[config.mk]
export PLATFORM = sky130hd
export DESIGN_NAME = mss_datapath
export DESIGN_NICKNAME = d
export VERILOG_FILES = /design/src/logic/mss_pkg.sv /design/src/logic/mss_sub_unit.sv /design/src/logic/mss_datapath.sv
export SDC_FILE = /design/constraint.sdc
export NUM_CORES = 1
export LEC_CHECK = 0
export BUFFER_PORTS_ARGS = -buffer_cell sky130_fd_sc_hd__buf_2
export CAP_MARGIN = 15
export CORE_ASPECT_RATIO = 0.6
export CORE_MARGIN = 2
export CORE_UTILIZATION = 35
export DETAILED_ROUTE_END_ITERATION = 6
export GPL_TIMING_DRIVEN = 0
export RECOVER_POWER = 100
export SLEW_MARGIN = 25
export SYNTH_ARGS = -nofsm -noshare
export SYNTH_HDL_FRONTEND = slang
export SYNTH_HIERARCHICAL = 1
export SYNTH_SLANG_ARGS = --single-unit
[constraint.sdc]
create_clock -name clk -period 10.1 [get_ports clk]
set_clock_uncertainty 0.15 [all_clocks]
set_input_delay 0.505 -clock clk [delete_from_list [all_inputs] [get_ports clk]]
set_output_delay 0.505 -clock clk [all_outputs]
set_load 0.05 [all_outputs]
[src/logic/mss_pkg.sv]
// Package: opcodes, flag positions and widths for the subtract/swap/skip datapath
package mss_pkg;
  localparam int DATA_W = 8;
  typedef enum logic [2:0] {
    OP_NONE,
    OP_SKIP_NZ,
    OP_SUB_ACC,
    OP_SUB_MEM,
    OP_SUB_IMM,
    OP_SWAP
  } mss_op_type;
  // Flag vector bit positions
  localparam int FLG_C   = 0;
  localparam int FLG_AC  = 1;
  localparam int FLG_Z   = 2;
  localparam int FLG_OV  = 3;
  localparam int FLG_SC  = 4;
  localparam int FLG_CZ  = 5;
  localparam int FLG_W   = 6;
  localparam logic [7:0] ACC_RST   = 8'h00;
  localparam logic [5:0] FLAGS_RST = 6'h00;
  localparam logic [7:0] ZERO_BYTE = 8'h00;
  localparam int SKIP_DUMMY_CYCLES = 1;
endpackage

[src/logic/mss_sub_unit.sv]
// Subtractor: 8-bit difference with borrow, nibble borrow and signed overflow
`timescale 1ns/1ns
`default_nettype none
module mss_sub_unit #(
  parameter int W = 8
) (
  input  wire logic [W-1:0] minuend,
  input  wire logic [W-1:0] subtrahend,
  output logic      [W-1:0] diff,
  output logic              no_borrow,
  output logic              nib_no_borrow,
  output logic              ovf,
  output logic              signed_lt
);
  logic [W:0] full_w;
  logic [4:0] nib_w;
  // Adding the inverse plus one gives carry-out equal to not-borrow
  assign full_w        = {1'b0, minuend} + {1'b0, ~subtrahend} + {{W{1'b0}}, 1'b1};
  assign nib_w         = {1'b0, minuend[3:0]} + {1'b0, ~subtrahend[3:0]} + 5'h01;
  assign diff          = full_w[W-1:0];
  assign no_borrow     = full_w[W];
  assign nib_no_borrow = nib_w[4];
  assign ovf           = (minuend[W-1] ^ subtrahend[W-1]) & (minuend[W-1] ^ full_w[W-1]);
  assign signed_lt     = full_w[W-1] ^ ovf;
endmodule
`default_nettype wire

[src/logic/mss_datapath.sv]
// Datapath for skip-if-nonzero, subtract variants and nibble swap
`timescale 1ns/1ns
`default_nettype none
// Function
// RL1: Skip next instruction when addressed memory byte is nonzero.
// RL2: Skip test writes the read byte back unchanged; flags untouched.
// RL3: Taken skip inserts one dummy cycle, making the instruction two cycles.
// RL4: Zero byte means no skip; the following instruction runs.
// RL5: Subtract memory from accumulator, result to accumulator, memory unchanged.
// RL6: Carry cleared on borrow, set when difference zero or positive.
// RL7: Subtractions update overflow, zero, aux carry, carry, signed and compare-zero flags.
// RL8: Memory-destination subtract writes difference to memory; accumulator unchanged.
// RL9: Immediate subtract takes constant from instruction word, result to accumulator.
// RL10: Swap exchanges memory nibbles in place; flags unchanged.
// RL11: Two's complement; zero, signed overflow, aux carry as low-nibble not-borrow.
module mss_datapath #(
  parameter int W = mss_pkg::DATA_W
) (
  input  wire logic               clk,
  input  wire logic               sys_rst,
  input  wire logic               op_valid,
  input  wire mss_pkg::mss_op_type op_code,
  input  wire logic [W-1:0]       mem_rdata,
  input  wire logic [W-1:0]       imm_data,
  output logic      [W-1:0]       accumulator,
  output logic      [W-1:0]       mem_wdata,
  output logic                    mem_we,
  output logic                    skip_next,
  output logic                    dummy_cycle,
  output logic                    overflow_flag,
  output logic                    zero_flag,
  output logic                    aux_carry_flag,
  output logic                    carry_flag,
  output logic                    signed_compare_flag,
  output logic                    compare_zero_flag
);
  logic [W-1:0] acc_q;
  logic [W-1:0] acc_d;
  logic [5:0]   flags_q;
  logic [5:0]   flags_d;
  logic [W-1:0] wdata_q;
  logic [W-1:0] wdata_d;
  logic         we_q;
  logic         we_d;
  logic         skip_q;
  logic         dummy_q;

  wire logic         is_skip;
  wire logic         is_sub;
  wire logic         is_swap;
  wire logic         is_sub_mem;
  wire logic [W-1:0] sub_rhs;
  wire logic [W-1:0] diff;
  wire logic         no_borrow;
  wire logic         nib_no_borrow;
  wire logic         ovf;
  wire logic         signed_lt;
  wire logic         res_zero;
  wire logic         take_skip;
  wire logic [5:0]   sub_flags;
  wire logic [W-1:0] swapped;

  // A dummy cycle carries no operation, so nothing issued then is executed
  assign is_skip = op_valid & ~dummy_q & (op_code == mss_pkg::OP_SKIP_NZ);
  assign is_sub  = op_valid & ~dummy_q & ((op_code == mss_pkg::OP_SUB_ACC) |
                   (op_code == mss_pkg::OP_SUB_MEM) | (op_code == mss_pkg::OP_SUB_IMM));
  assign is_swap = op_valid & ~dummy_q & (op_code == mss_pkg::OP_SWAP);
  assign is_sub_mem = is_sub & (op_code == mss_pkg::OP_SUB_MEM);
  assign sub_rhs = (op_code == mss_pkg::OP_SUB_IMM) ? imm_data : mem_rdata; // [RL9]

  mss_sub_unit #(
    .W (W)
  ) u_sub (
    .minuend       (acc_q),
    .subtrahend    (sub_rhs),
    .diff          (diff),
    .no_borrow     (no_borrow),
    .nib_no_borrow (nib_no_borrow),
    .ovf           (ovf),
    .signed_lt     (signed_lt)
  );

  assign res_zero  = (diff == mss_pkg::ZERO_BYTE); // [RL11]
  assign take_skip = is_skip & (mem_rdata != mss_pkg::ZERO_BYTE); // [RL1] [RL4]
  assign swapped   = {mem_rdata[3:0], mem_rdata[7:4]}; // [RL10]

  // Compare-zero mirrors the zero flag; signed compare is the signed greater-or-equal of the same subtract
  assign sub_flags[mss_pkg::FLG_C]  = no_borrow; // [RL6]
  assign sub_flags[mss_pkg::FLG_AC] = nib_no_borrow; // [RL11]
  assign sub_flags[mss_pkg::FLG_Z]  = res_zero;
  assign sub_flags[mss_pkg::FLG_OV] = ovf; // [RL11]
  assign sub_flags[mss_pkg::FLG_SC] = ~signed_lt;
  assign sub_flags[mss_pkg::FLG_CZ] = res_zero;

  assign acc_d   = (is_sub & ~is_sub_mem) ? diff : acc_q; // [RL5] [RL9]
  assign flags_d = is_sub ? sub_flags : flags_q; // [RL7] [RL2] [RL10]
  assign we_d    = is_skip | is_swap | is_sub_mem; // [RL8]
  assign wdata_d = is_swap ? swapped :
                   is_skip ? mem_rdata : // [RL2]
                   is_sub_mem ? diff : // [RL8]
                   wdata_q;

  always_ff @(posedge clk)
  begin
    if (sys_rst)
    begin
      acc_q   <= mss_pkg::ACC_RST;
      flags_q <= mss_pkg::FLAGS_RST;
      wdata_q <= mss_pkg::ZERO_BYTE;
      we_q    <= 1'b0;
      skip_q  <= 1'b0;
      dummy_q <= 1'b0;
    end
    else
    begin
      acc_q   <= acc_d;
      flags_q <= flags_d;
      wdata_q <= wdata_d;
      we_q    <= we_d;
      skip_q  <= take_skip;
      dummy_q <= take_skip; // [RL3]
    end
  end

  assign accumulator         = acc_q;
  assign mem_wdata           = wdata_q;
  assign mem_we              = we_q;
  assign skip_next           = skip_q;
  assign dummy_cycle         = dummy_q;
  assign overflow_flag       = flags_q[mss_pkg::FLG_OV];
  assign zero_flag           = flags_q[mss_pkg::FLG_Z];
  assign aux_carry_flag      = flags_q[mss_pkg::FLG_AC];
  assign carry_flag          = flags_q[mss_pkg::FLG_C];
  assign signed_compare_flag = flags_q[mss_pkg::FLG_SC];
  assign compare_zero_flag   = flags_q[mss_pkg::FLG_CZ];

  // Helper: previous-cycle operands for multi-cycle checks
  logic [W-1:0] acc_prev;
  logic [W-1:0] rhs_prev;
  mss_pkg::mss_op_type op_prev;
  logic         sub_prev;
  logic         swap_prev;
  logic [W-1:0] rd_prev;
  always_ff @(posedge clk)
  begin
    acc_prev  <= acc_q;
    rhs_prev  <= sub_rhs;
    op_prev   <= op_code;
    sub_prev  <= is_sub & ~sys_rst;
    swap_prev <= is_swap & ~sys_rst;
    rd_prev   <= mem_rdata;
  end
  wire logic [W-1:0] diff_prev;
  assign diff_prev = acc_prev - rhs_prev;
endmodule
`default_nettype wire

==> flow_summary.toml <==
[pwr]
p_leak_nw = 0.802
peakVddDrop_mv = 0.0501
p_per_area_mw_per_mm2 = 123

[layout]
fin_util_pct = 42.3
diodes = 0
area_growth_pct = 17.4
drive_gt1_share_pct = 15.9
final_cells = 308
fin_nets = 278
mostFrequentLayoutCell = "clkbuf_1"
layout_common_cells = "clkbuf_1, dfxtp_1, inv_1, buf_2, o21ai_0"

[clocking]
cts_buffers = 3
post_cts_buffers = 0
h-tree-depth = 1
cts_sinks = 23
clk_pin_slew_ns = 0.08
post_cts_resized = 0
clock-root-buffer = "clkbuf_8"
clk_latency_ns = 0.27
cts_tree = "built"
holdBufCountCts = 0
cts_buffer_depth = 2

[logic_synthesis]
syn_area_mm2 = 0.00163
ys.flop_type = "dfxtp_1"
netlist.top_cell.by_area = "dfxtp_1"
ys.warnings.count = 6
syn_avg_cell_area_um2 = 8.26
synth_top_area_share_pct = 28.3
synth_seq_cells = 23
async_flop_share_pct = 0
syn_inst = 197
synth_cell_types = 39
ys_seq_area_share_pct = 28.3
synth_fp_nets = 229
synth_edf_count = 0
synthTopCellsByArea = "dfxtp_1, ha_1, mux2_2"

[worst_setup_path]
ff2ff_path_depth = 10
cp.required_ns = 10.12
path_buf_inv = 3
cp_cell_sequence = "clkbuf_1 -> nor3b_1 -> mux2_1 -> inv_1 -> ha_1 -> nor2b_1 -> o21a_1 -> a311o_1 -> a31oi_1 -> fa_1 -> inv_1 -> o21ai_0 -> and3_1 -> a221oi_1"
cp_max_fo = 9
path_delay_family = "simple AND/OR/NAND/NOR gates"
crit_path_max_incr_delay_ns = 1.09
start_kind = "primary input"
worst-path-stages = 14
cp-end-kind = "register"
regToRegStartpoint = "accumulator[1]"
crit_start = "op_code[2]"
criticalPathCategory = "primary input to register"
cpMostUsedCell = "inv_1"
cp_slowest_cell = "nor3b_1"
cp_data_arrival_time_ns = 4.58

[drt]
drt-total-wl_mm = 4.21
via_per_inst = 4.85
wl_met3_um = 287
postRouteAntennaNets = 0
wl_per_cell_um = 13.7
post-route-drc-count = 0
via_count = 1495
wirelength_met1_mm = 2.33
top_layer_used = "met4"
wl_met2_mm = 1.58
drtIter0Drc = 81
dr.pass1.iters = 4

[timing]
whs_ns = 0.318
fin_crit_sh_pct = 45.2
slew_viol_final = 0
fmax_mhz = 219
period_minus_slack_ns = 4.56
rsz0062_at_grt = "false"
max_slew_margin_pct = 9.61
finalSetupViolations = 0
hold_viol = 0
setup_tns_ns = 0
worst_pin_slew_ns = 1.35

[status]
status = "finished, final reports clean"

[placed_design]
placedCellCount = 304
io_buffers = 44
gp_congestion = 0.859
place_hpwl_mm = 3.41

[floorplan]
core_mm2 = 0.00452
num_rows = 19
die-height_um = 56.8
die_area_mm2 = 0.00523
start_util_pct = 36.0
dieWidth_um = 92.0
num_io_pins = 47

[min_path]
hold_path_depth = 2
min-delay-start = "mem_wdata[5]"
min_path_type = "register to register"

[global_route]
grt_pass1_vias = 1423
gr-total-overflow = 0
antenna_found_initial = 0
grt_max_degree = 14
groute.usage.overall_pct = 16.9
grt_pass1_wl_mm = 7.04

[job]
max_cap_violations = 0
-- Yosys cell counts, drive strengths merged, types with 4 or more instances --
master,number
a21oi,12
a221oi,8
and3,9
buf,9
clkbuf,4
dfxtp,23
ha,8
inv,21
mux2,9
mux2i,4
nand2,11
nand2b,9
nand3,16
nor2,6
nor2b,4
nor4,4
o21ai,17
xnor2,4
xor2,4
-- report_power, final --
| part | internal [mW] | switching [mW] |
|---|---|---|
| Sequential | 0.0953 | 0.00295 |
| Clock | 0.0276 | 0.0313 |
| Combinational | 0.0263 | 0.0522 |
| Total | 0.149 | 0.0865 |
-- per-layer routing --
layer  GRT usage (%)  vias to the layer above
met1            27.2                      669
li1                -                      786
met4            1.92                        0
met2            22.7                       38
met5               0                        -
met3            4.43                        2
-- area by class of cell --
| type | instances | area [um^2] |
|---|---|---|
| fill | 494 | 2610 |
| multi-input combinational | 140 | 980 |
| sequential | 23 | 460 |
| timing repair buffer | 44 | 188 |
| buffer | 13 | 78.8 |
| inverter | 21 | 78.8 |
| tap | 63 | 78.8 |
| clock buffer | 3 | 41.3 |
| clock inverter | 1 | 5.00 |
-- registers in the layout, indices dropped and copies added, names as in the netlist --
name / count
mem_we: 1
mem_wdata: 8
flags_q: 5
skip_next: 1
accumulator: 8
-- worst paths after layout --
| path | to | slack (ns) |
|---|---|---|
| worst min-delay path | mem_wdata[5] | 0.32 |
| worst min register to register | mem_wdata[5] | 0.32 |
| worst max-delay path | mem_wdata[7] | 5.54 |
| worst max register to register | mem_wdata[7] | 7.10 |
-- tightest hold or removal path, stage by stage (launching register included) --
cell,delay (ns)
dfxtp_1,0.31
inv_1,0.05
a221oi_1,0.06
-- stage by stage --
step           power (mW)  setup WS, ns  instance area (um^2)
2_1_floorplan       0.160          6.35                  1630
3_5_place_dp        0.181          5.98                  1930
6_report            0.236          5.54                  1910
5_1_grt             0.251          5.25                  1910
4_1_cts             0.243          6.24                  1970
3_3_place_gp        0.181          5.99                  1930
-- cell families after synthesis --
kind of cell             count (synthesis)  share of synthesized area [%]
AND/OR/NAND/NOR                         64                           23.1
AO/OA/AOI/OAI                           45                           17.1
buffers and inverters                   34                           9.68
flip-flops                              23                           28.3
multiplexers                            13                           8.92
adder cells (fa/ha/maj)                 10                           8.61
XOR/XNOR                                 8                           4.30
Note: power is estimated with default switching activity, not from simulation.
